## src/rtl/sac_pkg.sv

```systemverilog
package sac_pkg;

  // register byte offsets on the bus
  localparam logic [7:0] OFS_CTRL_A = 8'h00;
  localparam logic [7:0] OFS_CTRL_B = 8'h04;
  localparam logic [7:0] OFS_CHREF = 8'h08;
  localparam logic [7:0] OFS_RES_LO = 8'h0C;
  localparam logic [7:0] OFS_RES_HI = 8'h10;

  // converter_control_status_a fields
  localparam int BIT_ENABLE = 7;
  localparam int BIT_START = 6;
  localparam int BIT_AUTO = 5;
  localparam int BIT_FLAG = 4;
  localparam int POS_PRESC = 0;
  // channel_reference_select_reg fields
  localparam int POS_REF = 6;
  localparam int BIT_LEFT = 5;
  localparam int POS_CHAN = 0;

  // reset values
  localparam logic [7:0] RST_CTRL_A = 8'h00;
  localparam logic [2:0] RST_TRIG_SEL = 3'h0;
  localparam logic [7:0] RST_CHREF = 8'h00;

  // trigger select code meaning "own complete flag"
  localparam logic [2:0] TRIG_FREE_RUN = 3'h0;

  // conversion lengths in converter clock ticks
  localparam logic [4:0] CONV_NORMAL = 5'h0D;
  localparam logic [4:0] CONV_FIRST = 5'h19;
  // ticks of sampling at start of a conversion
  localparam logic [4:0] SAMPLE_NORMAL = 5'h02;
  localparam logic [4:0] SAMPLE_FIRST = 5'h0E;
  localparam int RES_BITS = 10;

  // single-ended special channels
  localparam logic [4:0] CHAN_BANDGAP = 5'h1E;
  localparam logic [4:0] CHAN_GROUND = 5'h1F;

  // gain codes for the differential stage
  localparam logic [1:0] GAIN_1X = 2'h0;
  localparam logic [1:0] GAIN_10X = 2'h1;
  localparam logic [1:0] GAIN_200X = 2'h2;

  // control bundle towards the analog core
  typedef struct packed {
    logic enable;
    logic [1:0] reference;
    logic [4:0] channel;
    logic gainBypass;
    logic [1:0] gain;
    logic sampleHold;
    logic [RES_BITS-1:0] dacCode;
  } sac_ana_t;

  typedef enum logic [2:0] {
    ST_IDLE = 3'b001,
    ST_WAIT = 3'b010,
    ST_CONV = 3'b100
  } sac_state_t;

endpackage

```

## src/rtl/sac_sync.sv

```systemverilog
`timescale 1ns/100ps
module sac_sync #(
  parameter int W = 1
) (
  // clock and reset
  input wire logic core_clk,
  input wire logic reset_n,
  // asynchronous level in, synchronised level out
  input wire logic [W-1:0] asyncIn,
  output logic [W-1:0] syncOut
);

  logic [W-1:0] meta_q;

  // two stages; the first is read only by the second
  always_ff @(posedge core_clk or negedge reset_n) begin
    if (!reset_n) begin
      meta_q <= '0;
      syncOut <= '0;
    end else begin
      meta_q <= asyncIn;
      syncOut <= meta_q;
    end
  end

endmodule

```

## src/rtl/sac_prescaler.sv

```systemverilog
`timescale 1ns/100ps
module sac_prescaler
  import sac_pkg::*;
(
  // clock and reset
  input wire logic core_clk,
  input wire logic reset_n,
  // hold in reset, ratio select
  input wire logic clear,
  input wire logic [2:0] ratioSel,
  // one-cycle pulse per converter clock rising edge
  output logic tick
);

  logic [6:0] count_q;
  logic [6:0] last;

  // ratio 2 for codes 0 and 1, else two to the code
  always_comb begin
    last = (ratioSel == 3'h0) ? 7'h01 : 7'((8'h01 << ratioSel) - 8'h01);
  end

  // counter restarts on clear so a trigger gives a fixed delay
  always_ff @(posedge core_clk or negedge reset_n) begin
    if (!reset_n) begin
      count_q <= 7'h00;
      tick <= 1'b0;
    end else if (clear) begin
      count_q <= 7'h00;
      tick <= 1'b0;
    end else if (count_q >= last) begin
      count_q <= 7'h00;
      tick <= 1'b1;
    end else begin
      count_q <= count_q + 7'h01;
      tick <= 1'b0;
    end
  end

endmodule

```

## src/rtl/sac_conv_ctrl.sv

```systemverilog
`timescale 1ns/100ps
// What this block does
// [RL1] result is 10 bits over two bytes, right aligned unless left align set
// [RL2] low byte read blocks result updates until high byte is read
// [RL3] software reads low byte before high byte, or high byte alone if left aligned
// [RL4] complete flag still sets when a blocked result is discarded
// [RL5] writing start bit begins one conversion; bit clears at completion
// [RL6] channel change during a conversion applies after it completes
// [RL7] reference and channel selections act only while converter enabled
// [RL8] auto trigger rising edge resets prescaler and starts a conversion
// [RL9] trigger edges during conversion ignored; high level at end starts nothing
// [RL10] software clears a peripheral flag trigger before next event starts conversion
// [RL11] own complete flag as trigger restarts after each conversion; first by start bit
// [RL12] start bit works in auto mode and reads one during any conversion
// [RL13] converter clock from prescaler by select field, counts once enabled
// [RL14] software picks prescaler giving 50 to 200 kHz for full resolution
// [RL15] channel field picks single-ended input or differential pair with gain
// [RL16] single-ended channels bypass the gain amplifier
// [RL17] reference bits choose supply, internal 2.56V or 1.1V source
// [RL18] code zero is ground, all ones is reference minus one step
// [RL19] software disables converter before sleep to save power
// [RL20] conversion takes 13 ticks, first after enable takes 25
// [RL21] prescaler runs while enabled, held in reset while disabled
// [RL22] completion writes result, sets flag, clears start bit in single mode
// [RL23] start-bit conversion begins at next converter clock rising edge
// [RL24] prescaler offers power-of-two ratios from the select field
// [RL25] trigger edges found by comparing current and previous samples
module sac_conv_ctrl
  import sac_pkg::*;
(
  // clock and reset
  input wire logic core_clk,
  input wire logic reset_n,
  // apb slave
  input wire logic psel,
  input wire logic penable,
  input wire logic pwrite,
  input wire logic [7:0] paddr,
  input wire logic [31:0] pwdata,
  output logic [31:0] prdata,
  output logic pready,
  output logic pslverr,
  // on-chip trigger sources, same clock; bit 0 unused
  input wire logic [7:0] trigIn,
  // analog core
  input wire logic compIn,
  output sac_ana_t anaCtrl,
  // completion pulse for the interrupt controller
  output logic convDone
);

  // software registers
  logic enable_q;
  logic auto_q;
  logic flag_q;
  logic [2:0] presc_q;
  logic [2:0] trigSel_q;
  logic [7:0] chref_q;
  logic [RES_BITS-1:0] result_q;
  logic lock_q;
  // sequencing
  sac_state_t state_q;
  logic [4:0] cnt_q;
  logic [3:0] bitIdx_q;
  logic firstPend_q;
  logic isFirst_q;
  logic trigPrev_q;
  logic [RES_BITS-1:0] sar_q;

  logic access;
  logic wrEn;
  logic rdEn;
  logic mapped;
  logic tick;
  logic compHigh;
  logic [4:0] total;
  logic [4:0] sampleLen;
  logic lastTick;
  logic done;
  logic freeRun;
  logic trigCur;
  logic trigEdge;
  logic swStart;
  logic startReq;
  logic leftAlign;
  logic [7:0] resLo;
  logic [7:0] resHi;
  logic [7:0] ctrlA;
  logic [4:0] chan;

  // bus decode; writes and reads act where pready is sampled high
  assign access = psel && penable;
  assign wrEn = access && pready && pwrite;
  assign rdEn = access && pready && !pwrite;
  assign mapped = (paddr == OFS_CTRL_A) || (paddr == OFS_CTRL_B) || (paddr == OFS_CHREF) ||
                  (paddr == OFS_RES_LO) || (paddr == OFS_RES_HI);

  // comparator comes from the analog core, not this clock
  sac_sync #(.W(1)) uCompSync (
    .core_clk(core_clk),
    .reset_n(reset_n),
    .asyncIn(compIn),
    .syncOut(compHigh)
  );

  // trigger edge also clears the prescaler for a fixed start delay
  sac_prescaler uPresc (
    .core_clk(core_clk),
    .reset_n(reset_n),
    .clear(!enable_q || trigEdge), // [RL21] [RL8]
    .ratioSel(presc_q), // [RL24]
    .tick(tick) // [RL13]
  );

  // conversion length and timing points
  assign total = isFirst_q ? CONV_FIRST : CONV_NORMAL; // [RL20]
  assign sampleLen = isFirst_q ? SAMPLE_FIRST : SAMPLE_NORMAL;
  assign lastTick = (state_q == ST_CONV) && (cnt_q == total - 5'h01);
  assign done = tick && lastTick && enable_q; // a disable in the last cycle aborts too
  assign freeRun = auto_q && (trigSel_q == TRIG_FREE_RUN);

  // edge detection on the selected on-chip source
  assign trigCur = (trigSel_q == TRIG_FREE_RUN) ? 1'b0 : trigIn[trigSel_q];
  assign trigEdge = enable_q && auto_q && trigCur && !trigPrev_q &&
                    (state_q == ST_IDLE); // [RL25] [RL9] [RL10]

  // start bit write launches a conversion in either mode
  assign swStart = wrEn && (paddr == OFS_CTRL_A) && pwdata[BIT_START] &&
                   pwdata[BIT_ENABLE] && (state_q == ST_IDLE); // [RL5] [RL12] [RL11]
  assign startReq = swStart || trigEdge;

  // result presentation
  assign leftAlign = chref_q[BIT_LEFT];
  assign resLo = leftAlign ? {result_q[1:0], 6'h00} : result_q[7:0]; // [RL1]
  assign resHi = leftAlign ? result_q[9:2] : {6'h00, result_q[9:8]}; // [RL1]
  assign ctrlA = {enable_q, (state_q != ST_IDLE), auto_q, flag_q, 1'b0, presc_q}; // [RL12]
  assign chan = chref_q[POS_CHAN +: 5];

  always_ff @(posedge core_clk or negedge reset_n) begin
    if (!reset_n) begin
      trigPrev_q <= 1'b0;
    end else begin
      trigPrev_q <= trigCur; // [RL25]
    end
  end

  // apb handshake: one wait state so read data comes from a register
  always_ff @(posedge core_clk or negedge reset_n) begin
    if (!reset_n) begin
      pready <= 1'b0;
      pslverr <= 1'b0;
      prdata <= 32'h0000_0000;
    end else if (access && !pready) begin
      pready <= 1'b1;
      pslverr <= !mapped;
      unique case (paddr)
        OFS_CTRL_A: prdata <= {24'h00_0000, ctrlA};
        OFS_CTRL_B: prdata <= {29'h0000_0000, trigSel_q};
        OFS_CHREF: prdata <= {24'h00_0000, chref_q};
        OFS_RES_LO: prdata <= {24'h00_0000, resLo};
        OFS_RES_HI: prdata <= {24'h00_0000, resHi};
        default: prdata <= 32'h0000_0000;
      endcase
    end else begin
      pready <= 1'b0;
      pslverr <= 1'b0;
    end
  end

  // control and select registers
  always_ff @(posedge core_clk or negedge reset_n) begin
    if (!reset_n) begin
      enable_q <= RST_CTRL_A[BIT_ENABLE];
      auto_q <= RST_CTRL_A[BIT_AUTO];
      presc_q <= RST_CTRL_A[POS_PRESC +: 3];
      trigSel_q <= RST_TRIG_SEL;
      chref_q <= RST_CHREF;
    end else if (wrEn) begin
      unique case (paddr)
        OFS_CTRL_A: begin
          enable_q <= pwdata[BIT_ENABLE];
          auto_q <= pwdata[BIT_AUTO];
          presc_q <= pwdata[POS_PRESC +: 3];
        end
        OFS_CTRL_B: trigSel_q <= pwdata[2:0];
        OFS_CHREF: chref_q <= pwdata[7:0];
        default: ;
      endcase
    end
  end

  // complete flag: write one clears, a completion in the same cycle wins
  always_ff @(posedge core_clk or negedge reset_n) begin
    if (!reset_n) begin
      flag_q <= RST_CTRL_A[BIT_FLAG];
    end else if (done) begin
      flag_q <= 1'b1; // [RL4] [RL22]
    end else if (wrEn && (paddr == OFS_CTRL_A) && pwdata[BIT_FLAG]) begin
      flag_q <= 1'b0;
    end
  end

  // result pair lock between the low and high byte reads
  always_ff @(posedge core_clk or negedge reset_n) begin
    if (!reset_n) begin
      lock_q <= 1'b0;
    end else if (rdEn && (paddr == OFS_RES_LO)) begin
      lock_q <= 1'b1; // [RL2] [RL3]
    end else if (rdEn && (paddr == OFS_RES_HI)) begin
      lock_q <= 1'b0; // [RL2]
    end
  end

  // result register; a completion while locked is dropped
  always_ff @(posedge core_clk or negedge reset_n) begin
    if (!reset_n) begin
      result_q <= '0;
    end else if (done && !lock_q) begin
      result_q <= sar_q; // [RL22] [RL2]
    end
  end

  // first conversion after enable gets the long initialisation
  always_ff @(posedge core_clk or negedge reset_n) begin
    if (!reset_n) begin
      firstPend_q <= 1'b0;
    end else if (!enable_q) begin
      firstPend_q <= 1'b1;
    end else if (state_q == ST_WAIT && tick) begin
      firstPend_q <= 1'b0;
    end
  end

  // conversion sequencer; disabling aborts everything
  always_ff @(posedge core_clk or negedge reset_n) begin
    if (!reset_n) begin
      state_q <= ST_IDLE;
      cnt_q <= 5'h00;
      isFirst_q <= 1'b0;
    end else if (!enable_q && !swStart) begin // a start that also enables is kept
      state_q <= ST_IDLE;
      cnt_q <= 5'h00;
      isFirst_q <= 1'b0;
    end else begin
      unique case (state_q)
        ST_IDLE: begin
          if (startReq) begin
            state_q <= ST_WAIT;
          end
        end
        ST_WAIT: begin
          if (tick) begin
            state_q <= ST_CONV; // [RL23]
            cnt_q <= 5'h00;
            isFirst_q <= firstPend_q; // [RL20]
          end
        end
        ST_CONV: begin
          if (done) begin
            // single mode drops back to idle, clearing the start bit
            state_q <= freeRun ? ST_WAIT : ST_IDLE; // [RL11] [RL22] [RL5] [RL9]
            cnt_q <= 5'h00;
          end else if (tick) begin
            cnt_q <= cnt_q + 5'h01;
          end
        end
        default: state_q <= ST_IDLE;
      endcase
    end
  end

  // the comparator answers four core cycles after a trial is set, so ratios
  // below four decide on a stale trial; only reduced resolution there
  // successive approximation: one bit decided per tick after sampling
  always_ff @(posedge core_clk or negedge reset_n) begin
    if (!reset_n) begin
      sar_q <= '0;
      bitIdx_q <= 4'h9;
    end else if (state_q == ST_WAIT && tick) begin
      sar_q <= 10'h200;
      bitIdx_q <= 4'h9;
    end else if (state_q == ST_CONV && tick && cnt_q >= sampleLen && !lastTick) begin
      // code zero at ground; input above trial keeps the bit
      sar_q[bitIdx_q] <= compHigh; // [RL18]
      if (bitIdx_q != 4'h0) begin
        sar_q[bitIdx_q - 4'h1] <= 1'b1;
        bitIdx_q <= bitIdx_q - 4'h1;
      end
    end
  end

  // analog controls; selections follow software only while enabled
  // and freeze during a conversion except its last tick
  always_ff @(posedge core_clk or negedge reset_n) begin
    if (!reset_n) begin
      anaCtrl <= '0;
      convDone <= 1'b0;
    end else begin
      anaCtrl.enable <= enable_q;
      anaCtrl.dacCode <= sar_q;
      anaCtrl.sampleHold <= (state_q == ST_CONV) && (cnt_q < sampleLen);
      convDone <= done;
      if (enable_q && (state_q != ST_CONV || lastTick)) begin // [RL7] [RL6]
        anaCtrl.reference <= chref_q[POS_REF +: 2]; // [RL17]
        anaCtrl.channel <= chan; // [RL15]
        anaCtrl.gainBypass <= (chan[4:3] != 2'b01) || (chan == CHAN_BANDGAP) ||
                              (chan == CHAN_GROUND); // [RL16]
        anaCtrl.gain <= (chan[4:3] != 2'b01) ? GAIN_1X :
                        (chan[1] ? GAIN_200X : GAIN_10X); // [RL15]
      end
    end
  end

endmodule

```

## config.mk

```make
export PLATFORM = sky130hd
export DESIGN_NAME = sac_conv_ctrl
export DESIGN_NICKNAME = d
export VERILOG_FILES = /design/src/rtl/sac_pkg.sv /design/src/rtl/sac_sync.sv /design/src/rtl/sac_prescaler.sv /design/src/rtl/sac_conv_ctrl.sv
export SDC_FILE = /design/constraint.sdc
export NUM_CORES = 1
export LEC_CHECK = 0
export ABC_AREA = 1
export BUFFER_PORTS_ARGS = -buffer_cell sky130_fd_sc_hd__buf_2
export CORE_UTILIZATION = 25
export CTS_CLUSTER_DIAMETER = 50
export DETAILED_ROUTE_END_ITERATION = 7
export SYNTH_ARGS = -nofsm -noshare
export SYNTH_HDL_FRONTEND = slang
export SYNTH_HIERARCHICAL = 1
export SYNTH_SLANG_ARGS = --single-unit
export TNS_END_PERCENT = 10
```

## constraint.sdc

```tcl
create_clock -name core_clk -period 1.59 [get_ports core_clk]
set_input_delay 0.0795 -clock core_clk [delete_from_list [all_inputs] [get_ports core_clk]]
set_output_delay 0.0795 -clock core_clk [all_outputs]
set_load 0.005 [all_outputs]
```

## After elaboration in Yosys (flattened, before gate mapping)

Cells that the tools add are included.

| storage, ports and cells | value |
|---|---|
| output and inout port bits | 57 |
| input bits | 54 |
| register bits after elaboration | 120 |

| cells by class | value |
|---|---|
| add/sub/neg operators | 5 |
| mux-type cells | 48 |
| shift operators | 1 |
| equality and inequality tests | 18 |
| reductions and logical operators | 65 |
| magnitude comparators | 8 |
| bitwise logic cells | 1 |

Operators with widths:

| cell | number |
|---|---|
| 8-bit case mux with 5 select lines | 1 |
| 1-bit logical AND | 30 |
| 10-bit 2-to-1 mux | 3 |
| 5-bit 2-to-1 mux | 5 |
| 7-bit 2-to-1 mux | 3 |
| 1-bit 2-to-1 mux | 17 |
| 8-bit by 4-bit == test with 1-bit output, second input constant | 2 |
| 4-bit 2-to-1 mux | 4 |
| 8-bit 2-to-1 mux | 2 |
| 3-bit 2-to-1 mux | 4 |
| 2-bit nonzero test | 6 |
| 10-bit bitwise mux | 1 |
| 5-bit == test, second input constant | 2 |
| 4-bit by 5-bit < comparator with 1-bit output, second input constant | 2 |
| 10-bit OR | 1 |
| 5-bit case mux with 2 select lines | 1 |
| 2-bit AND reduction | 5 |
| 1-bit logical OR | 9 |
| 3-bit case mux with 3 select lines | 1 |
| 1-bit demux with 4-bit select | 2 |
| 8-bit by 3-bit == test with 1-bit output, second input constant | 1 |
| 8-bit by 5-bit == test with 1-bit output, second input constant | 1 |
| 4-bit by 1-bit >= comparator with 1-bit output, second input constant | 2 |
| 1-bit logical NOT | 8 |
| other kinds (26) | 33 |

## Logic depth before layout (Yosys ltp)

Gate-level depths: netlist of the first run.

| logic depth | value |
|---|---|
| depth after elaboration | 11 |
| mapped depth | 12 |

## Hierarchy

Netlist of the first run, hierarchy kept.

Modules (own cells, without submodules):

| module | cells an instance | seq. area each (um2) | area each (um2) | instances |
|---|---|---|---|---|
| sac_conv_ctrl | 561 | 2155.8 | 4500.6 | 1 |
| sac_prescaler | 76 | 200.2 | 551.8 | 1 |
| sac_sync | 2 | 50.0 | 50.0 | 1 |

## Worst setup path after synthesis of the first run

No wires, ideal clock.

| path | value |
|---|---|
| path kind | register -> register |
| start | reg cnt_q[2] |
| end | reg result_q[6] |
| buffers on the path | 1 |
| setup slack | 16 ps |
| cell stages (with the launch flop) | 9 |
| data arrival time | 1448 ps |
| setup time | 126 ps |
| path through | dfrtp_1 > ha_1 > nor2_1 > nand2_1 > inv_1 > nand3_4 > nor2_8 > buf_8 > o21ai_0 |

| between the ends | value |
|---|---|
| longest elaborated chain between the ends | 5 |

Ends and longest elaborated chain:

| element | line | source |
|---|---|---|
| from (decl) | sac_conv_ctrl.sv:63 | `logic [4:0] cnt_q;` |
| from (signal assigned) | sac_conv_ctrl.sv:264 | `cnt_q <= cnt_q + 5'h01;` |
| 5-bit == test | sac_conv_ctrl.sv:118 | `assign lastTick = (state_q == ST_CONV) && (cnt_q == total - 5'h01);` |
| 1-bit logical AND | sac_conv_ctrl.sv:118 |  |
| 1-bit logical AND (2 in series) | sac_conv_ctrl.sv:119 | `assign done = tick && lastTick && enable_q;` |
| 1-bit logical AND | sac_conv_ctrl.sv:218 | `end else if (done && !lock_q) begin` |
| to (signal assigned) | sac_conv_ctrl.sv:219 | `result_q <= sar_q;` |
| to (decl) | sac_conv_ctrl.sv:59 | `logic [RES_BITS-1:0] result_q;` |

Every way passes these cells.
A chain may end at the register's enable or synchronous reset.

## Worst setup path after layout of the first run

| path | value |
|---|---|
| start | reg isFirst_q |
| end | reg result_q[9] |

| between the ends | value |
|---|---|
| longest elaborated chain between the ends | 7 |

Ends and longest elaborated chain:

| element | line | source |
|---|---|---|
| from (decl) | sac_conv_ctrl.sv:66 | `logic isFirst_q;` |
| from (signal assigned) | sac_conv_ctrl.sv:255 | `isFirst_q <= firstPend_q;` |
| 5-bit 2-to-1 mux | sac_conv_ctrl.sv:116 | `assign total = isFirst_q ? CONV_FIRST : CONV_NORMAL;` |
| 5-bit by 1-bit subtractor with 5-bit output | sac_conv_ctrl.sv:118 |  |
| 5-bit == test | sac_conv_ctrl.sv:118 |  |
| 1-bit logical AND | sac_conv_ctrl.sv:118 |  |
| 1-bit logical AND (2 in series) | sac_conv_ctrl.sv:119 |  |
| 1-bit logical AND | sac_conv_ctrl.sv:218 |  |

Every way passes these cells.

==> key figures, run 1 <==
Pwr
  – Peak supply drop: 493.6 uV
  – Total power: 4878 uW
  – Leak: 0.003312 uW
  – Sequential Power Share: 50.6%
  – Clock group share of total power: 45.3%
  – Switching share of power: 22.91%
  – Cell Pwr Density: 744.2 nW/um^2
  – Switching pwr: 1118 uW
  – Gate power share: 4.1%
  – Int Pwr: 3761 uW

Synthesis
  – Adder-Cell Fraction of Synth Area: 4.169%
  – Synthesis Warnings: 6
  – Count leader, synth: nand2_1
  – Largest family of logic cells by synthesized area: simple AND/OR/NAND/NOR gates
  – Post-synthesis sequential area ratio: 47.16%
  – Post-synth top flop: dfrtp_1
  – Area share of the largest cell type after synthesis: 45.61%
  – Mux contribution to synthesized area: 0%
  – Post-Synth Simple-Gate Area: 26.90%
  – Synth async-reset ratio: 100.0%
  – Synth cell types: 43
  – Area leader, netlist: dfrtp_1
  – Post-Synthesis Cells: 639
  – Syn avg cell area: 7.985 sq um
  – Count of state elements after synthesis: 96
  – Synth Cell Area: 5102 sq um
  – Post-synth EDFFs: 0
  – Synth top cells by count: nand2_1 (177), dfrtp_1 (93), inv_1 (77)
  – Top area cells in the synthesized netlist: dfrtp_1 (46%), nand2_1 (13%), o21ai_0 (5.9%)
  – Compound-Gate Fraction of Synth Area: 10.18%
  – Post-Synth XOR/XNOR Area: 0.8583%

Status
  – Failing checks: setup timing
  – Status: finished, violations left

Critical path
  – Start point of the critical path: isFirst_q$_DFFE_PN0P_
  – RR Endpoint: result_q[9]$_DFFE_PN0P_
  – Arr. time, crit path: 1.88 ns
  – Crit. End Element: flip-flop
  – Crit-path cells: inv_2 -> ha_4 -> nor2_4 -> nand2_2 -> inv_2 -> nand3_4 -> nor2_2 -> o21ai_0
  – CP most frequent cell: inv_2
  – Path depth of the worst reg2reg path: 8
  – Worst setup endpoint: result_q[9]$_DFFE_PN0P_
  – Critical path type: reg -> reg
  – Worst path depth: 8
  – Slowest-stage cell, CP: dfrtp_1
  – Reg2Reg Launch Point: isFirst_q$_DFFE_PN0P_
  – CP max FO: 8
  – Largest delay share family, worst path: simple AND/OR/NAND/NOR gates
  – Bufs and invs on worst path: 2
  – Critical Path RT: 1.82 ns
  – Startpoint types: flip-flop
  – Max incr delay on CP: 0.39 ns
  – Reg-to-reg slack, setup: -0.06 ns

Timing
  – Fmax: 605.4 MHz
  – Final setup viols: 10
  – Setup ws final: -0.06193 ns
  – Final hold vios: 0
  – Hold Worst Slack: 0.01604 ns
  – RSZ-0062 raised after global routing: true
  – Post-layout min period: 1.652 ns
  – Final Skew: 0.01067 ns
  – Slew Viols, Final: 0
  – Final Cycle Share: 103.9%

Detailed routing
  – Routed wire length: 12590 um
  – 1st-iter DRT viols: 373
  – Via density: 4.304
  – Total number of vias: 4412
  – Drt wl/cell: 12.28 um
  – DRC: 0
  – TritonRoute pass-1 iters: 5
  – Routed Antenna Nets: 0

Clocking
  – # clock sinks: 96
  – CTS tree: done
  – Total CTS buffers: 9
  – Clock transition at path regs: 0.07 ns
  – Clock latency on the worst-skew pair: 0.35 ns
  – H-tree levels: 3
  – Clock Tree Root: clkbuf_16
  – Max clock buf depth: 2

Global routing
  – First-pass GRT wire length: 20410 um
  – Largest net degree at the start of global routing: 59
  – Global-route usage over all layers: 12.63%
  – Global route total overflow: 0
  – Vias in the first global route: 4099
  – Initial antenna violation count: 0

Layout
  – Fillers: 2032
  – Inserted Diodes: 0
  – Area growth from synthesis to layout: 28.47%
  – Fin nets: 826
  – Final Core Density: 33.24%
  – Final Cell Area: 6555 sq um
  – Share of layout cells above drive strength 1: 25.92%

Floorplanning
  – Die Y: 144.9 um
  – Starting Density: 25.88%
  – Standard-cell rows: 51
  – Core ar.: 19720 sq um
  – Die area: 20980 sq um
  – Chip width: 144.9 um
  – Boundary pin count: 111

Place
  – IO buf count: 62
  – Post-DP Area: 5911 sq um
  – Post-DP HPWL: 9277 um
  – GPL Wtd Cong: 0.8977

Hold path
  – Min-Delay Path Class: in -> reg

Flow run
  – Maxcap violations: 0
## sequential cells by signal (all words and copies together), names as in the netlist, 3 cells and up
register        flops
result_q           10
bitIdx_q            4
anaCtrl            22
chref_q             8
trigSel_q           3
sar_q              10
uPresc/count_q      7
presc_q             3
state_q             3
prdata              8
cnt_q               5
## power groups by stage
stage	clock network [uW]	logic, uW	registers, uW
global placement	0	198	2510
finish	2210	201	2470
CTS	2270	206	2470
global route	2340	234	2470
detailed placement	0	199	2510
floorplan	0	106	2510
## worst min path at each step
stage / startpoint / cells after the start / end
4_1_cts: pwdata[1] / 3 / chref_q[1]$_DFFE_PN0P_
3_5_place_dp: reset_n / 1 / anaCtrl[6]$_DFF_PN0_
2_1_floorplan: reset_n / 0 / anaCtrl[0]$_DFF_PN0_
6_report: pwdata[1] / 3 / chref_q[1]$_DFFE_PN0P_
5_1_grt: pwdata[1] / 3 / chref_q[1]$_DFFE_PN0P_
3_3_place_gp: reset_n / 1 / uCompSync/meta_q$_DFF_PN0_
## per-stage QoR
stage / setup TNS (ns) / setup slack [ns] / std cells
floorplan: 0 / 0.01583 / 662
global placement: -0.3386 / -0.06475 / 996
detailed placement: -0.8756 / -0.08678 / 996
CTS: -0.007704 / -0.005495 / 1021
global route: -2.600 / -0.1309 / 1025
finish: -0.2778 / -0.06193 / 1025
## worst reg2reg max path, cell delays in order (launching register included)
cell	delay, ns
dfrtp_1	0.39
inv_2	0.10
ha_4	0.22
nor2_4	0.09
nand2_2	0.08
inv_2	0.08
nand3_4	0.18
nor2_2	0.28
o21ai_0	0.12
## metal layers
layer	part of all wire (%)	vias up	GRT usage (%)
met1	49	2050	17.26
met3	4.2	13	2.698
met2	45	97	19.71
met4	1.3	0	4.155
li1	-	2252	-
met5	0	-	0
## kinds of logic after synthesis
group / count (synthesis)
DFF: 96
adders and majority gates: 17
xor gates and xnor gates: 5
other: 1
AOI/OAI and AO/OA: 96
buffers and inverters: 115
and+or+nand+nor: 309
## placed cells by master, fill, tap and decap left out, types with 14 or more instances in the layout
master,Yosys,layout
nand2_1,177,169
dfrtp_1,93,90
inv_1,77,66
buf_2,3,61
o21ai_0,60,50
nand3_1,47,43
buf_4,24,41
nor2_1,44,39
conb_1,1,24
inv_2,7,16
o21ai_1,5,15
a21oi_1,16,14
## repair_timing
item                                   in CTS  in global routing
gates cloned                                2                  2
endpoints found under the hold margin      95                  0
pin swaps                                   7                 14
buffers inserted                            4                  2
setup endpoints to repair                  29                 49
resized for setup                          17                 52
hold buffers                                3                  0
## layout make-up
| cell class | instances | area, sq um | share of cell area (%) |
|---|---|---|---|
| flip-flops and latches | 96 | 2410 | 36.76 |
| inverters | 85 | 324.1 | 4.944 |
| clock inverters | 7 | 77.57 | 1.183 |
| clock buffers | 9 | 225.2 | 3.436 |
| multi-input cells | 455 | 2484 | 37.89 |
| well taps | 265 | 331.6 | 5.058 |
| repair buffers | 108 | 703.2 | 10.73 |
(Power assumes the default switching activity.)
==> run 2, diff against run 1 <==
- CORE_MARGIN: default -> 2
==> key figures, run 2 (synthesis results as in run 1) <==
Status
  – Status: finished, violations left
  – Failing checks: setup timing

Hold path
  – Hold depth: 3 (unchanged)
  – Min-Delay Path Class: in -> reg

Critical path
  – Path depth of the worst reg2reg path: 7 (-1)
  – Crit. End Element: flip-flop
  – Critical Path RT: 1.82 ns (about the same)
  – CP max FO: 5 (-3)
  – Critical path type: reg -> reg
  – Arr. time, crit path: 1.84 ns (-0.04 ns)
  – Startpoint types: flip-flop

Detailed routing
  – Via density: 4.258 (-1.1%)
  – Drt wl/cell: 12.19 um (-0.78%)
  – Routed wire length: 12520 um (-0.59%)
  – 1st-iter DRT viols: 339 (-9.1%)
  – DRC: 0 (unchanged)
  – Total number of vias: 4373 (-0.88%)
  – TritonRoute pass-1 iters: 4 (-1)
  – Routed Antenna Nets: 0 (unchanged)

Global routing
  – Largest net degree at the start of global routing: 33 (-44%)
  – Global-route usage over all layers: 12.04% (-0.59 points)
  – Initial antenna violation count: 0 (unchanged)
  – Vias in the first global route: 4116 (+0.41%)
  – First-pass GRT wire length: 20660 um (+1.2%)
  – Global route total overflow: 0 (unchanged)

Place
  – Post-DP Area: 5909 sq um (about the same)
  – IO buf count: 62 (unchanged)
  – Post-DP HPWL: 9500 um (+2.4%)
  – GPL Wtd Cong: 0.8532 (-5.0%)
  – Inst Count DP: 1000 (+0.40%)

Pwr
  – Sequential Power Share: 51.8% (+1.2 points)
  – Int Pwr: 3652 uW (-2.9%)
  – Switching share of power: 23.35% (+0.44 points)
  – Leak: 0.003288 uW (-0.73%)
  – Switching pwr: 1113 uW (-0.44%)
  – Clock group share of total power: 43.9% (-1.4 points)
  – Cell Pwr Density: 734.9 nW/um^2 (-1.3%)
  – Gate power share: 4.3% (+0.2 points)
  – Peak supply drop: 487.9 uV (-1.1%)

Layout
  – Final Cell Area: 6484 sq um (-1.1%)
  – Biggest regs: anaCtrl: 22 flops, result_q: 10 flops, sar_q: 10 flops
  – Largest reg by FF count: anaCtrl
  – Share of layout cells above drive strength 1: 25.23% (-0.69 points)
  – Fillers: 2096 (+3.1%)
  – Max reg flops: 22 (unchanged)
  – Most frequent cells in the layout: nand2_1 (167), dfrtp_1 (89), inv_1 (72)
  – Final non-filler cell total: 1027 (+0.20%)
  – Fin nets: 823 (-0.36%)
  – Most common cell after layout, fill and taps aside: nand2_1
  – Inserted Diodes: 0 (unchanged)
  – Area growth from synthesis to layout: 27.07%

Floorplanning
  – Chip width: 146.9 um (+1.4%)
  – Boundary pin count: 111 (unchanged)
  – Die area: 21570 sq um (+2.8%)
  – Starting Density: 25.38% (-0.50 points)
  – Standard-cell rows: 52 (+2.0%)
  – Core ar.: 20100 sq um (+2.0%)
  – Die Y: 146.9 um (+1.4%)

Timing
  – Total negative slack: -0.05840 ns (+0.2194 ns)
  – Final Cycle Share: 101.4% (-2.5 points)
  – Hold Worst Slack: 0.01150 ns (-0.004543 ns)
  – Slew Viols, Final: 0 (unchanged)
  – Final hold vios: 0 (unchanged)
  – Post-layout min period: 1.612 ns (-0.04008 ns)
  – Fmax: 620.4 MHz (+2.5%)
  – Final Skew: 0.01051 ns (-0.0001663 ns)
  – Setup ws final: -0.02186 ns (+0.04008 ns)
  – Final setup viols: 5 (-5)
  – RSZ-0062 raised after global routing: true

Clocking
  – Max clock buf depth: 2 (unchanged)
  – # clock sinks: 96 (unchanged)
  – Clock latency on the worst-skew pair: 0.35 ns (about the same)
  – Total CTS buffers: 9 (unchanged)
  – H-tree levels: 3 (unchanged)
  – Clock transition at path regs: 0.07 ns (about the same)
  – CTS tree: done
  – Clock Tree Root: clkbuf_16

Flow run
  – Maxcap violations: 0 (unchanged)
==> run 2: worst max-delay path, stage by stage (launching register included) <==
cell and delay (ns):
dfrtp_1 0.41, inv_2 0.09, nor3_4 0.23, inv_2 0.11, nor2_4 0.13, nand3_4 0.16
nor2_2 0.25, a21oi_1 0.10
==> run 2: worst paths after layout <==
kind	from	endpoint	slack (ns)
max	state_q[2]$_DFFE_PN0P_	result_q[1]$_DFFE_PN0P_	-0.02
min in group asynchronous	reset_n	uCompSync/meta_q$_DFF_PN0_	0.19
min reg2reg	uCompSync/meta_q$_DFF_PN0_	uCompSync/syncOut$_DFF_PN0_	0.36
max in group asynchronous	reset_n	bitIdx_q[3]$_DFFE_PN1P_	0.84
max reg2reg	state_q[2]$_DFFE_PN0P_	result_q[1]$_DFFE_PN0P_	-0.02
min	pwdata[1]	chref_q[1]$_DFFE_PN0P_	0.01
==> run 2: power groups by stage <==
| stage | clock (uW) | combinational, uW | sequential [uW] |
|---|---|---|---|
| after floorplan | 0 | 106 | 2510 |
| after global placement | 0 | 202 | 2510 |
| after detailed placement | 0 | 205 | 2510 |
| after CTS | 2160 | 211 | 2470 |
| after global routing | 2290 | 238 | 2470 |
| final | 2090 | 206 | 2470 |
==> run 2: area by class of cell <==
class	count	area [sq um]	area share, %
tap	270	337.8	5.210
clock buffer	10	239.0	3.686
clock inverter	6	48.80	0.7526
multi-input combinational	456	2459	37.92
timing repair buffer	104	664.4	10.25
inverter	85	324.1	4.998
sequential	96	2411	37.19
==> run 2: layer usage <==
layer,part of all wire [%],global-route usage (%),wire length [um],up-vias
li1,-,-,-,2246
met1,48,16.41,5955,2026
met2,46,18.52,5779,88
met3,4.6,3.323,575,13
met4,1.6,3.981,206,0
met5,0,0,0,-
==> run 2: metrics by stage <==
stage | total power (uW) | setup WS, ns | util, %
CTS | 4840 | -0.01062 | 31.47
global placement | 2715 | -0.07428 | 29.39
detailed placement | 2718 | -0.1043 | 29.39
global route | 4998 | -0.1194 | 32.25
finish | 4765 | -0.02186 | 32.25
floorplan | 2618 | 0.01583 | -
==> run 2: what timing repair did <==
item	CTS	global route
endpoints found under the setup margin	27	49
gates resized for setup	15	48
buffers inserted	1	2
gates cloned	5	0
pin swaps	7	14
hold buffers	3	0
hold endpoints to repair	61	0
